## config.mk

```make
export PLATFORM = sky130hd
export DESIGN_NAME = scr_config_regs
export DESIGN_NICKNAME = d
export VERILOG_FILES = /design/src/scr_pkg.sv /design/src/scr_config_regs.sv /design/src/scr_spi_shift.sv /design/src/scr_rst_stretch.sv
export VERILOG_INCLUDE_DIRS = /design/src
export SDC_FILE = /design/constraint.sdc
export NUM_CORES = 1
export LEC_CHECK = 0
export BUFFER_PORTS_ARGS = -buffer_cell sky130_fd_sc_hd__buf_2
export CAP_MARGIN = 30
export CORE_UTILIZATION = 54
export CTS_BUF_LIST = sky130_fd_sc_hd__clkbuf_2 sky130_fd_sc_hd__clkbuf_4 sky130_fd_sc_hd__clkbuf_8
export DETAILED_ROUTE_END_ITERATION = 12
export GPL_TIMING_DRIVEN = 0
export PLACE_DENSITY = 0.78
export SLEW_MARGIN = 40
export SYNTH_ARGS = -nofsm -noshare
export SYNTH_HDL_FRONTEND = slang
export SYNTH_HIERARCHICAL = 1
export SYNTH_SLANG_ARGS = --single-unit
export TNS_END_PERCENT = 1
```

## constraint.sdc

```tcl
create_clock -name sys_clk_in -period 3.7 [get_ports sys_clk_in]
set_input_delay 0.37 -clock sys_clk_in [delete_from_list [all_inputs] [get_ports sys_clk_in]]
set_output_delay 0.37 -clock sys_clk_in [all_outputs]
set_load 0.02 [all_outputs]
```

## src/scr_defines.svh

```systemverilog
// Purpose: offsets, field positions, reset values and timing counts of the config registers
// Assumes: 16-bit serial frames, 20 MHz system clock
// Notes:   bit positions index the 16-bit frame and the stored register alike
`ifndef SCR_DEFINES_SVH
`define SCR_DEFINES_SVH

// frame fields
`define SCR_ADDR_HI          15
`define SCR_ADDR_LO          14
`define SCR_RD_SEL_BIT       13
`define SCR_RO_BIT           12
`define SCR_ADDR_SYSCFG      2'h2
`define SCR_ADDR_PHYCTL      2'h3

// system configuration fields
`define SCR_SYS_RLC_BIT      8
`define SCR_SYS_RSVD_BIT     5
`define SCR_SYS_CURPOL_BIT   4
`define SCR_SYS_WEN_BIT      3
`define SCR_SYS_WSAMP_BIT    2
`define SCR_SYS_INHEN_BIT    1
`define SCR_SYS_INHLVL_BIT   0
`define SCR_SYS_WMASK        12'h3DF
`define SCR_SYS_RESET        12'h000

// physical layer control fields
`define SCR_PHY_V2_BIT       11
`define SCR_PHY_PN_BIT       10
`define SCR_PHY_OTO_BIT      9
`define SCR_PHY_TXDIS_BIT    8
`define SCR_PHY_LOOP_BIT     7
`define SCR_PHY_WMASK        12'hF80
`define SCR_PHY_RESET        12'h000

// reset lengthening times
`define SCR_CLK_MHZ          20
`define SCR_RST_SHORT_US     1
`define SCR_RST_LONG_US      20
`define SCR_RST_SHORT_CYC    (`SCR_RST_SHORT_US * `SCR_CLK_MHZ)
`define SCR_RST_LONG_CYC     (`SCR_RST_LONG_US * `SCR_CLK_MHZ)

`endif

```

## src/scr_pkg.sv

```systemverilog
// Purpose: shared types of the config register block
// Assumes: nothing beyond the defines header
// Notes:   types only
package scr_pkg;
  typedef enum logic [1:0] {SCR_FR_IDLE, SCR_FR_SHIFT, SCR_FR_DONE} scr_frame_state_t;
  typedef logic [15:0] scr_word_t;
endpackage

```

## src/scr_config_regs.sv

```systemverilog
// Purpose: system configuration and physical layer control registers
// Assumes: serial pins and wake pin are asynchronous; mode events are same-clock pulses
// Notes:   other frame addresses are ignored and answer with zero
`timescale 1ns/1ps
`include "scr_defines.svh"
module scr_config_regs #(
  parameter int unsigned RST_SHORT_CYC = `SCR_RST_SHORT_CYC,
  parameter int unsigned RST_LONG_CYC  = `SCR_RST_LONG_CYC
) (
  // clock and reset
  input  wire logic              sys_clk_in,
  input  wire logic              resetn_in,
  // serial port pins
  input  wire logic              spi_sck_in,
  input  wire logic              spi_csn_in,
  input  wire logic              spi_mosi_in,
  output logic                   spi_miso_out,
  // general purpose feedback contents
  input  wire scr_pkg::scr_word_t gp_fb0_in,
  input  wire scr_pkg::scr_word_t gp_fb1_in,
  // mode events from the mode logic
  input  wire logic              enter_restart_in,
  input  wire logic              enter_failsafe_in,
  input  wire logic              enter_online_in,
  input  wire logic              enter_active_in,
  input  wire logic              can_online_req_in,
  input  wire logic              can_offline_in,
  input  wire logic              wake_seen_in,
  input  wire logic              standby_wd_off_in,
  input  wire logic              supply_cur_rise_in,
  input  wire logic              iface_fail_in,
  input  wire logic              iface_recover_in,
  // wake pin and status
  input  wire logic              wake_pin_in,
  output logic                   wake_event_status_out,
  output logic                   wake_level_status_out,
  output logic                   wake_sampling_select_out,
  // inhibit pin
  output logic                   inhibit_fallback_output_out,
  output logic                   inhibit_fallback_oe_out,
  // reset pin
  input  wire logic              ext_rst_n_in,
  output logic                   rst_pin_n_out,
  output logic                   rst_pin_oe_out,
  // supply and watchdog effects
  output logic                   supply_rst_req_out,
  output logic                   wd_reactivate_out,
  output logic                   bus_supply_regulator_on_out,
  // can transceiver control
  input  wire logic              can_txd_in,
  output logic                   can_tx_en_out,
  output logic                   can_rxd_loop_out,
  output logic                   can_loop_active_out,
  output logic                   can_listen_out,
  output logic                   can_online_out,
  output logic                   offline_long_out,
  output logic                   offline_ext_out
);
  import scr_pkg::*;

  logic            rst_s1_r;
  logic            rst_s2_r;
  logic            sck_s1_r, sck_s2_r;
  logic            csn_s1_r, csn_s2_r;
  logic            mosi_s1_r, mosi_s2_r;
  logic            wake_s1_r, wake_s2_r;
  logic            xrst_s1_r, xrst_s2_r, xrst_d_r;
  logic [11:0]     sys_r;
  logic [11:0]     phy_r;
  logic            tx_fault_r;
  logic            woke_r;
  logic            wake_d_r;
  scr_word_t       answer;
  scr_word_t       frame;
  logic            frame_done;
  logic            stretch_req;
  logic            stretch_active;

  // reset release through two stages
  always_ff @(posedge sys_clk_in or negedge resetn_in) begin
    if (!resetn_in) begin
      rst_s1_r <= 1'b0;
      rst_s2_r <= 1'b0;
    end else begin
      rst_s1_r <= 1'b1;
      rst_s2_r <= rst_s1_r;
    end
  end

  // pin synchronisers
  always_ff @(posedge sys_clk_in or negedge rst_s2_r) begin
    if (!rst_s2_r) begin
      sck_s1_r  <= 1'b0;
      sck_s2_r  <= 1'b0;
      csn_s1_r  <= 1'b1;
      csn_s2_r  <= 1'b1;
      mosi_s1_r <= 1'b0;
      mosi_s2_r <= 1'b0;
      wake_s1_r <= 1'b1;
      wake_s2_r <= 1'b1;
      xrst_s1_r <= 1'b1;
      xrst_s2_r <= 1'b1;
    end else begin
      sck_s1_r  <= spi_sck_in;
      sck_s2_r  <= sck_s1_r;
      csn_s1_r  <= spi_csn_in;
      csn_s2_r  <= csn_s1_r;
      mosi_s1_r <= spi_mosi_in;
      mosi_s2_r <= mosi_s1_r;
      wake_s1_r <= wake_pin_in;
      wake_s2_r <= wake_s1_r;
      xrst_s1_r <= ext_rst_n_in;
      xrst_s2_r <= xrst_s1_r;
    end
  end

  function automatic scr_word_t fb_pick(input logic rd_sel, input scr_word_t gp, input scr_word_t own);
    fb_pick = rd_sel ? gp : own;
  endfunction

  // answer chosen at frame start from the sampled frame bits is impossible, so the
  // previous frame's address and select decide the answer of the next frame
  logic [1:0] last_addr_r;
  logic       last_sel_r;

  always_comb begin
    case (last_addr_r)
      `SCR_ADDR_SYSCFG: answer = fb_pick(last_sel_r, gp_fb0_in, {`SCR_ADDR_SYSCFG, 2'h0, sys_r});
      `SCR_ADDR_PHYCTL: answer = fb_pick(last_sel_r, gp_fb1_in, {`SCR_ADDR_PHYCTL, 2'h0, phy_r});
      default:          answer = 16'h0000;
    endcase
  end

  scr_spi_shift u_shift (
    .clk_in    (sys_clk_in),
    .rst_n_in  (rst_s2_r),
    .sck_in    (sck_s2_r),
    .csn_in    (csn_s2_r),
    .mosi_in   (mosi_s2_r),
    .miso_out  (spi_miso_out),
    .answer_in (answer),
    .start_out (),
    .done_out  (frame_done),
    .word_out  (frame)
  );

  always_ff @(posedge sys_clk_in or negedge rst_s2_r) begin
    if (!rst_s2_r) begin
      last_addr_r <= 2'h0;
      last_sel_r  <= 1'b0;
    end else if (frame_done) begin
      last_addr_r <= frame[`SCR_ADDR_HI:`SCR_ADDR_LO];
      last_sel_r  <= frame[`SCR_RD_SEL_BIT];
    end
  end

  // system configuration register
  always_ff @(posedge sys_clk_in or negedge rst_s2_r) begin
    if (!rst_s2_r) begin
      sys_r <= `SCR_SYS_RESET;
    end else begin
      if (frame_done && frame[`SCR_ADDR_HI:`SCR_ADDR_LO] == `SCR_ADDR_SYSCFG
          && !frame[`SCR_RO_BIT]) begin
        // reserved bit is not stored, host keeps it zero
        sys_r <= frame[11:0] & `SCR_SYS_WMASK;
      end
      // automatic set wins over a same-cycle write
      if (enter_restart_in || enter_failsafe_in)
        sys_r[`SCR_SYS_RLC_BIT] <= 1'b1;
    end
  end

  // physical layer control register
  always_ff @(posedge sys_clk_in or negedge rst_s2_r) begin
    if (!rst_s2_r) begin
      phy_r <= `SCR_PHY_RESET;
    end else begin
      if (frame_done && frame[`SCR_ADDR_HI:`SCR_ADDR_LO] == `SCR_ADDR_PHYCTL
          && !frame[`SCR_RO_BIT])
        phy_r <= frame[11:0] & `SCR_PHY_WMASK;
      if (enter_online_in || enter_active_in)
        phy_r[`SCR_PHY_PN_BIT] <= 1'b0;
    end
  end

  // interface failure latch, kept out of the transmitter bit
  always_ff @(posedge sys_clk_in or negedge rst_s2_r) begin
    if (!rst_s2_r)
      tx_fault_r <= 1'b0;
    else if (iface_fail_in)
      tx_fault_r <= 1'b1;
    else if (iface_recover_in || phy_r[`SCR_PHY_TXDIS_BIT])
      tx_fault_r <= 1'b0;
  end

  // wake-up memory for the extended off-line timeout
  always_ff @(posedge sys_clk_in or negedge rst_s2_r) begin
    if (!rst_s2_r)
      woke_r <= 1'b0;
    else if (wake_seen_in)
      woke_r <= 1'b1;
    else if (can_offline_in)
      woke_r <= 1'b0;
  end

  // wake port status
  // edge tracker follows the pin even while disabled, so enabling never reports a stale edge
  always_ff @(posedge sys_clk_in or negedge rst_s2_r) begin
    if (!rst_s2_r) begin
      wake_d_r              <= 1'b1;
      wake_event_status_out <= 1'b0;
      wake_level_status_out <= 1'b0;
    end else begin
      wake_d_r <= wake_s2_r;
      if (sys_r[`SCR_SYS_WEN_BIT]) begin
        wake_level_status_out <= wake_s2_r;
        if (wake_d_r && !wake_s2_r)
          wake_event_status_out <= 1'b1;
      end
    end
  end

  // reset stretching
  always_ff @(posedge sys_clk_in or negedge rst_s2_r) begin
    if (!rst_s2_r)
      xrst_d_r <= 1'b1;
    else
      xrst_d_r <= xrst_s2_r;
  end

  assign stretch_req = (xrst_d_r && !xrst_s2_r)
                       || (sys_r[`SCR_SYS_CURPOL_BIT] && standby_wd_off_in && supply_cur_rise_in);

  scr_rst_stretch #(
    .SHORT_CYC (RST_SHORT_CYC),
    .LONG_CYC  (RST_LONG_CYC)
  ) u_stretch (
    .clk_in         (sys_clk_in),
    .rst_n_in       (rst_s2_r),
    .req_in         (stretch_req),
    .long_in        (sys_r[`SCR_SYS_RLC_BIT]),
    .rst_active_out (stretch_active)
  );

  // registered outputs
  always_ff @(posedge sys_clk_in or negedge rst_s2_r) begin
    if (!rst_s2_r) begin
      wake_sampling_select_out    <= 1'b0;
      inhibit_fallback_output_out <= 1'b0;
      inhibit_fallback_oe_out     <= 1'b0;
      rst_pin_n_out               <= 1'b0;
      rst_pin_oe_out              <= 1'b1;
      supply_rst_req_out          <= 1'b0;
      wd_reactivate_out           <= 1'b0;
      bus_supply_regulator_on_out <= 1'b0;
      can_tx_en_out               <= 1'b0;
      can_rxd_loop_out            <= 1'b1;
      can_loop_active_out         <= 1'b0;
      can_listen_out              <= 1'b0;
      can_online_out              <= 1'b0;
      offline_long_out            <= 1'b0;
      offline_ext_out             <= 1'b0;
    end else begin
      wake_sampling_select_out    <= sys_r[`SCR_SYS_WSAMP_BIT];
      inhibit_fallback_oe_out     <= sys_r[`SCR_SYS_INHEN_BIT];
      inhibit_fallback_output_out <= sys_r[`SCR_SYS_INHEN_BIT] & sys_r[`SCR_SYS_INHLVL_BIT];
      rst_pin_n_out               <= 1'b0;
      rst_pin_oe_out              <= stretch_active;
      supply_rst_req_out <= standby_wd_off_in && supply_cur_rise_in && sys_r[`SCR_SYS_CURPOL_BIT];
      wd_reactivate_out  <= standby_wd_off_in && supply_cur_rise_in && !sys_r[`SCR_SYS_CURPOL_BIT];
      bus_supply_regulator_on_out <= !can_offline_in || phy_r[`SCR_PHY_V2_BIT];
      can_tx_en_out    <= !phy_r[`SCR_PHY_TXDIS_BIT] && !tx_fault_r;
      can_loop_active_out <= phy_r[`SCR_PHY_LOOP_BIT] && phy_r[`SCR_PHY_TXDIS_BIT];
      can_rxd_loop_out <= can_txd_in;
      can_listen_out   <= can_online_req_in && phy_r[`SCR_PHY_PN_BIT];
      can_online_out   <= can_online_req_in && !phy_r[`SCR_PHY_PN_BIT];
      offline_long_out <= phy_r[`SCR_PHY_OTO_BIT];
      offline_ext_out  <= woke_r;
    end
  end
endmodule // scr_config_regs

```

## src/scr_spi_shift.sv

```systemverilog
// Purpose: 16-bit serial frame shifter, msb first, mode 0
// Assumes: serial pins already synchronised to sys_clk
// Notes:   returns the answer word loaded at frame start
`timescale 1ns/1ps
module scr_spi_shift (
  // clock and reset
  input  wire logic            clk_in,
  input  wire logic            rst_n_in,
  // synchronised pins
  input  wire logic            sck_in,
  input  wire logic            csn_in,
  input  wire logic            mosi_in,
  output logic                 miso_out,
  // frame side
  input  wire scr_pkg::scr_word_t answer_in,
  output logic                 start_out,
  output logic                 done_out,
  output scr_pkg::scr_word_t   word_out
);
  import scr_pkg::*;

  logic             sck_d_r;
  logic             csn_d_r;
  logic [4:0]       cnt_r;
  scr_word_t        rx_r;
  scr_word_t        tx_r;

  always_ff @(posedge clk_in or negedge rst_n_in) begin
    if (!rst_n_in) begin
      sck_d_r <= 1'b0;
      csn_d_r <= 1'b1;
    end else begin
      sck_d_r <= sck_in;
      csn_d_r <= csn_in;
    end
  end

  always_ff @(posedge clk_in or negedge rst_n_in) begin
    if (!rst_n_in) begin
      cnt_r     <= 5'h00;
      rx_r      <= 16'h0000;
      tx_r      <= 16'h0000;
      start_out <= 1'b0;
      done_out  <= 1'b0;
      word_out  <= 16'h0000;
    end else begin
      start_out <= 1'b0;
      done_out  <= 1'b0;
      if (csn_d_r && !csn_in) begin
        cnt_r     <= 5'h00;
        tx_r      <= answer_in;
        start_out <= 1'b1;
      end else if (!csn_in && sck_in && !sck_d_r) begin
        rx_r  <= {rx_r[14:0], mosi_in};
        cnt_r <= cnt_r + 5'h01;
      end else if (!csn_in && !sck_in && sck_d_r) begin
        tx_r <= {tx_r[14:0], 1'b0};
      end else if (!csn_d_r && csn_in) begin
        // frames whose bit count is not 16 modulo 32 are dropped, nothing is written
        if (cnt_r == 5'h10) begin
          done_out <= 1'b1;
          word_out <= rx_r;
        end
      end
    end
  end

  always_ff @(posedge clk_in or negedge rst_n_in) begin
    if (!rst_n_in)
      miso_out <= 1'b0;
    else
      miso_out <= tx_r[15];
  end
endmodule // scr_spi_shift

```

## src/scr_rst_stretch.sv

```systemverilog
// Purpose: stretch reset pulses to the programmed length
// Assumes: request is synchronous to clk
// Notes:   counts restart on every new request
`timescale 1ns/1ps
module scr_rst_stretch #(
  parameter int unsigned SHORT_CYC = 20,
  parameter int unsigned LONG_CYC  = 400
) (
  // clock and reset
  input  wire logic clk_in,
  input  wire logic rst_n_in,
  // control
  input  wire logic req_in,
  input  wire logic long_in,
  output logic      rst_active_out
);
  logic [15:0] cnt_r;

  always_ff @(posedge clk_in or negedge rst_n_in) begin
    if (!rst_n_in) begin
      cnt_r          <= 16'h0000;
      rst_active_out <= 1'b0;
    end else begin
      if (req_in)
        cnt_r <= long_in ? 16'(LONG_CYC) : 16'(SHORT_CYC);
      else if (cnt_r != 16'h0000)
        cnt_r <= cnt_r - 16'h0001;
      rst_active_out <= req_in || (cnt_r > 16'h0001);
    end
  end
endmodule // scr_rst_stretch

```

==> out/results.txt, run 1 <==
Hold depth -> 1
Die area -> 10190 µm²
Clock Sinks -> 122
Worst vdd ir -> 0.2550 mV
CP Data Required Time -> 4.06 ns
Final #Nets -> 570
Tot Pwr -> 0.002935 W
I/O pins -> 69
CTS resizes -> 0
Final setup margin -> 1.312 ns
Hold Vio Cnt, Final -> 0
Overall Global Routing Usage -> 22.91%
Max Freq -> 418.8 MHz
Via count -> 3580
Slowest-stage cell, CP -> or4_2
Crit. End Element -> flip-flop
Total Wirelength -> 10650 µm
H-tree depth -> 4
Routed Antenna Nets -> 0
Post-Synthesis Cell Area -> 5285 µm²
Drt pass-1 iters -> 5
Clock Tree Root -> clkbuf_8
Starting Density -> 56.40%
Met3 usage -> 6.172%
Placed cells -> 622
Die Height -> 100.9 µm
Actual slew at the worst max-slew pin -> 0.5799 ns
Reg2reg setup slack -> 1.31 ns
PD cells -> 470.6 nW/µm²
Crit-path max FO -> 7
GR Overflow Total -> 0
First-pass GRT wire length -> 17380 µm
Worst skew pair latency -> 0.43 ns
Total CTS buffers -> 17
CP startpoint kind -> flip-flop
Via density -> 5.449
Worst Reg2Reg Path Length in Cells -> 6
Slew Viols, Final -> 0
Die Width -> 100.9 µm
Worst hold start -> ext_rst_n_in
Type of the worst setup path -> flip-flop to flip-flop
RSZ-0062 raised after global routing -> no
Clock buffer depth -> 2
Worst slack at placement -> 1.316 ns
Minimum clock period -> 2.388 ns
GP Congestion -> 0.8195
Fin cells -> 657
Syn_nets -> 479
Mean post-synth cell area -> 12.46 µm²
Slew margin rel. -> 61.17%
Max-cap violations -> 0
CP cell instances -> inv_1 -> ha_1 -> nor3b_1 -> nand3_1 -> or4_2 -> a21oi_1
# fillers -> 743
HP Class -> primary input to flip-flop
Final setup viols -> 0
Layout cells sized above 1 -> 34.28%
Iter 0 DRT Violations -> 205
Final HPWL DP -> 7402 µm
Worst hold path endpoint -> xrst_s1_r
Final Cycle Share -> 64.53%
TritonCTS clock tree -> done
Lkg Pwr -> 2.916 nW
Critical Path AT -> 2.75 ns
N_diodes -> 0
Core Region -> 9371 µm²
RR Endpoint -> u_stretch/cnt_r[10]
Yosys warns -> 6
Max stage delay on crit path -> 0.60 ns
Clock Skew -> 0.01174 ns
Pin count of the biggest net entering global routing -> 44
Layout area overhead -> 17.99%
# DRC -> 0
Number of port buffers -> 67
Setup Fix Bufs, Post-CTS -> 0
Status -> completed
Launch point of the worst reg-to-reg path -> u_stretch/cnt_r[0]
Hold_buf cts -> 3
Initial antenna violation count -> 0
Row Count -> 35
Drt wl/cell -> 16.21 µm
Number of global-route vias before repair -> 3621
CTS clk-pin slew, worst paths -> 0.08 ns
Routing usage on met2 -> 39.04%
Syn Inst Count -> 424
M1 GR Usage -> 27.27%
GRT busiest layer -> met2
-- layer usage --
metal  part of all wire (%)  vias up
li1                       -     1695
met1                     41     1780
met2                     53       87
met3                    4.0       18
met4                    2.2        0
met5                      0        -
-- power breakdown --
| group | leakage [nW] | total (W) | switching [W] | internal, W |
|---|---|---|---|---|
| clock | 0.187 | 0.00114 | 0.000586 | 0.000555 |
| sequential | 1.60 | 0.00151 | 0.0000901 | 0.00141 |
| combinational | 1.13 | 0.000289 | 0.000147 | 0.000142 |
| total | 2.92 | 0.00293 | 0.000823 | 0.00211 |
-- worst max-delay path: cells and delay by family (launching register included) --
family                     cells  cell delay [ns]
buffers and inverters          1             0.11
adders and majority gates      1             0.25
and+or+nand+nor                3             1.39
AOI/OAI and AO/OA              1             0.16
DFF                            1             0.41
-- final cells by class --
cell class                 instances  area, µm²  share of cell area, %
clock buffer                      18      241.5                  3.872
sequential                       122       3070                  49.24
timing repair buffer              72      405.4                  6.501
multi-input combinational        258       1986                  31.84
clock inverter                    14      138.9                  2.227
tap                              129      161.4                  2.588
buffer                            18      135.1                  2.167
inverter                          26      97.59                  1.565
-- worst max-delay path by stage --
stage | depth (start not counted) | startpoint | end
2_1_floorplan | 0 | rst_s2_r | bus_supply_regulator_on_out
3_3_place_gp | 0 | rst_s2_r | sck_s1_r
3_5_place_dp | 6 | u_stretch/cnt_r[0] | u_stretch/cnt_r[10]
4_1_cts | 6 | u_stretch/cnt_r[0] | u_stretch/cnt_r[10]
5_1_grt | 6 | u_stretch/cnt_r[0] | u_stretch/cnt_r[10]
6_report | 6 | u_stretch/cnt_r[0] | u_stretch/cnt_r[10]
-- metrics by stage --
stage	setup TNS (ns)	utilization [%]	hold WS, ns	cell area, µm²
2_1_floorplan	0	-	0.07441	5285
3_5_place_dp	0	62.16	0.1596	5826
4_1_cts	0	66.54	0.003673	6236
3_3_place_gp	-116.04	61.70	0.1546	5782
6_report	0	66.54	0.03312	6236
5_1_grt	0	66.54	0.005921	6236
-- layout by cell type, fill, tap and decap left out, types with 3 or more instances in the layout --
cell type and count:
dfrtp_1 110, buf_6 5, dlygate4sd3_1 3, buf_2 71, a21oi_1 22, mux2i_1 21
nor4_1 3, o21ai_0 28, inv_6 6, clkinvlp_4 3, ha_1 4, inv_1 26
clkbuf_8 17, mux2_2 41, or3_1 6, and2_1 3, nor2b_1 13, nand3_1 3
clkbuf_1 3, xnor2_1 4, dfstp_2 11, nor2_1 16, nand2b_1 3, nor3b_1 3
a22oi_1 14, buf_4 3, mux2_1 8, o31ai_1 7, o22ai_1 4, nor3_1 6
nand2_1 9, a211oi_1 3
-- flip-flops by register name (all words and copies together), names as in the netlist, 2 cells and up --
| name | flops |
|---|---|
| sys_r | 9 |
| u_shift/rx_r | 16 |
| u_shift/cnt_r | 5 |
| phy_r | 5 |
| u_stretch/cnt_r | 16 |
| u_shift/tx_r | 16 |
| last_addr_r | 2 |
| u_shift/word_out | 15 |
Power figures use the tool's default switching activity.
==> run 2: changes to the inputs <==
- CORE_UTILIZATION: 54 -> 55
- PLACE_DENSITY: 0.78 -> 0.76
- clock period: 3.7 -> 2.2 ns (I/O delays scaled with it)
==> out/results.txt, run 2 (synthesis gave the netlist of run 1 again) <==
Status -> completed (unchanged)
HP Class -> primary input to flip-flop (unchanged)
Layout area overhead -> 21.40% (was 17.99%)
Worst path most repeated cell -> or3_1
I/O pins -> 69 (unchanged)
Hold Vio Cnt, Final -> 0 (unchanged)
Final Util -> 69.11% (was 66.54%)
Crit-path max FO -> 5 (was 7)
First-pass GRT wire length -> 17470 µm (was 17380 µm)
Total Wirelength -> 10520 µm (was 10650 µm)
Largest regs -> u_shift/rx_r: 16 flops, u_shift/tx_r: 16 flops, u_stretch/cnt_r: 16 flops (unchanged)
Met3 usage -> 7.033% (was 6.172%)
Sequential power share -> 49.3% (was 51.3%)
Slew margin rel. -> 58.69% (was 61.17%)
Sw frac -> 26.25% (was 28.03%)
GR Overflow Total -> 0 (unchanged)
Post-DP Area -> 5826 µm² (unchanged)
Via density -> 5.360 (was 5.449)
Iter 0 DRT Violations -> 107 (was 205)
Via count -> 3575 (was 3580)
Total CTS buffers -> 17 (unchanged)
RSZ-0062 raised after global routing -> yes (was no)
Number of global-route vias before repair -> 3641 (was 3621)
Psw -> 0.001360 W (was 0.0008228 W)
Slew Viols, Final -> 0 (unchanged)
Row Count -> 35 (unchanged)
GP Congestion -> 0.8085 (was 0.8195)
Core Region -> 9284 µm² (was 9371 µm²)
Number of port buffers -> 67 (unchanged)
M1 GR Usage -> 28.79% (was 27.27%)
Pin count of the biggest net entering global routing -> 44 (unchanged)
Final Cycle Share -> 95.98% (was 64.53%)
Routing usage on met2 -> 38.25% (was 39.04%)
Setup Fix Bufs, Post-CTS -> 0 (unchanged)
CP startpoint kind -> flip-flop (unchanged)
Max-cap violations -> 0 (unchanged)
Most frequent cells in the layout -> dfrtp_1, buf_2, mux2_2 (unchanged)
CP cell instances -> inv_1 -> ha_2 -> or3b_2 -> or3_1 -> or3_1 -> a21oi_1 (was inv_1 -> ha_1 -> nor3b_1 -> nand3_1 -> or4_2 -> a21oi_1)
Launch point of the worst reg-to-reg path -> u_stretch/cnt_r[0] (unchanged)
Final setup viols -> 0 (unchanged)
Type of the worst setup path -> flip-flop to flip-flop (unchanged)
Clock buffer depth -> 2 (unchanged)
FF+latch area -> 3070 µm² (unchanged)
Lkg Pwr -> 2.993 nW (was 2.916 nW)
GRT busiest layer -> met2 (unchanged)
Layout cells sized above 1 -> 34.76% (was 34.28%)
Clock Skew -> 0.01134 ns (was 0.01174 ns)
Gate power share -> 10.2% (was 9.8%)
N_diodes -> 0 (unchanged)
Die Width -> 100.0 µm (was 100.9 µm)
Worst hold start -> supply_cur_rise_in (was ext_rst_n_in)
Crit. End Element -> flip-flop (unchanged)
Routed Antenna Nets -> 0 (unchanged)
Overall Global Routing Usage -> 23.05% (was 22.91%)
Critical Path AT -> 2.46 ns (was 2.75 ns)
P_int -> 0.003822 W (was 0.002112 W)
Design area -> 6416 µm² (was 6236 µm²)
Initial antenna violation count -> 0 (unchanged)
Minimum clock period -> 2.111 ns (was 2.388 ns)
Family with the most delay on the worst path -> simple AND/OR/NAND/NOR gates (unchanged)
Worst hold path endpoint -> wd_reactivate_out (was xrst_s1_r)
Area occupied by multi-input gates -> 2022 µm² (was 1986 µm²)
Drt wl/cell -> 15.77 µm (was 16.21 µm)
H-tree depth -> 4 (unchanged)
Power share of the clock group -> 40.6% (was 38.9%)
Max Freq -> 473.6 MHz (was 418.8 MHz)
PD cells -> 807.7 nW/µm² (was 470.6 nW/µm²)
Clock Sinks -> 122 (unchanged)
CP Data Required Time -> 2.54 ns (was 4.06 ns)
Drt pass-1 iters -> 5 (unchanged)
# fillers -> 685 (was 743)
Commonest non-fill, non-tap cell in the layout -> dfrtp_1 (unchanged)
TritonCTS clock tree -> done (unchanged)
RR Endpoint -> u_stretch/cnt_r[6] (was u_stretch/cnt_r[10])
# DRC -> 0 (unchanged)
Worst vdd ir -> 0.4326 mV (was 0.2550 mV)
Actual slew at the worst max-slew pin -> 0.6171 ns (was 0.5799 ns)
Reg2reg setup slack -> 0.09 ns (was 1.31 ns)
Die Height -> 100.0 µm (was 100.9 µm)
Starting Density -> 56.93% (was 56.40%)
Crit path buf inv count -> 1 (unchanged)
Slowest-stage cell, CP -> or3b_2 (was or4_2)
Clock Tree Root -> clkbuf_8 (unchanged)
Max stage delay on crit path -> 0.49 ns (was 0.60 ns)
Final HPWL DP -> 7126 µm (was 7402 µm)
CTS clk-pin slew, worst paths -> 0.07 ns (was 0.08 ns)
Hold depth -> 3 (was 1)
Die area -> 10010 µm² (was 10190 µm²)
WHS -> 0.02675 ns (was 0.03312 ns)
Worst skew pair latency -> 0.43 ns (about the same)
Final #Nets -> 580 (was 570)
Worst Reg2Reg Path Length in Cells -> 6 (unchanged)
==> run 2: cell count changes in the layout (fill, tap and decap cells not counted), moves of 2 or more <==
| cell | before | now |
|---|---|---|
| clkinvlp_4 | 3 | 1 |
| dlygate4sd3_1 | 3 | 13 |
| bufinv_16 | 1 | 3 |
| clkinv_4 | 2 | 5 |
| inv_6 | 6 | 2 |
==> run 2: timing repair <==
action	CTS	global route
endpoints found under the setup margin	4	5
gates resized for setup	2	6
hold buffers	13	0
hold endpoints to repair	13	0
==> run 2: tightest hold or removal path, stage by stage <==
cell and delay [ns]:
buf_2 0.10, nand2_1 0.05, nor2_1 0.03
==> run 2: worst max-delay path by stage <==
stage	from	to	slack, ns	depth (start not counted)
CTS	u_stretch/cnt_r[0]	u_stretch/cnt_r[10]	0.03	6
floorplan	rst_s2_r	bus_supply_regulator_on_out	0.18	0
global route	u_stretch/cnt_r[1]	u_stretch/cnt_r[6]	-0.0008	6
global placement	rst_s2_r	u_stretch/cnt_r[12]	-0.49	0
detailed placement	u_stretch/cnt_r[0]	u_stretch/cnt_r[10]	-0.17	6
finish	u_stretch/cnt_r[0]	u_stretch/cnt_r[6]	0.09	6
==> run 2: stage by stage <==
stage / total power (W) / instances / setup TNS [ns] / setup slack (ns)
floorplan: 0.002875 / 424 / 0 / 0.1756
CTS: 0.005182 / 667 / 0 / 0.02731
global route: 0.005399 / 667 / -0.0008455 / -0.0008455
global placement: 0.003010 / 620 / -53.20 / -0.4945
detailed placement: 0.003048 / 622 / -0.2630 / -0.1682
finish: 0.005182 / 667 / 0 / 0.08851
==> run 2: metal layers <==
layer,up-vias,routed length (µm)
met5,-,0
met4,0,238
met3,17,344
met2,61,5438
met1,1788,4499
li1,1709,-
==> run 2: cell type report <==
| cell class | instances | area share (%) |
|---|---|---|
| flip-flops and latches | 122 | 47.85 |
| multi-input cells | 258 | 31.51 |
| repair buffers | 82 | 7.878 |
| clock buffers | 19 | 3.978 |
| clock inverters | 13 | 2.633 |
| well taps | 129 | 2.516 |
| plain buffers | 18 | 2.106 |
| inverters | 26 | 1.521 |
==> run 2: power by group through the flow <==
stage                     logic (W)  clock network [W]  registers, W
after global routing       0.000584            0.00224       0.00257
after CTS                  0.000505            0.00214       0.00253
after detailed placement   0.000484                  0       0.00256
after floorplan            0.000320                  0       0.00256
after global placement     0.000423                  0       0.00259
final                      0.000527            0.00210       0.00255
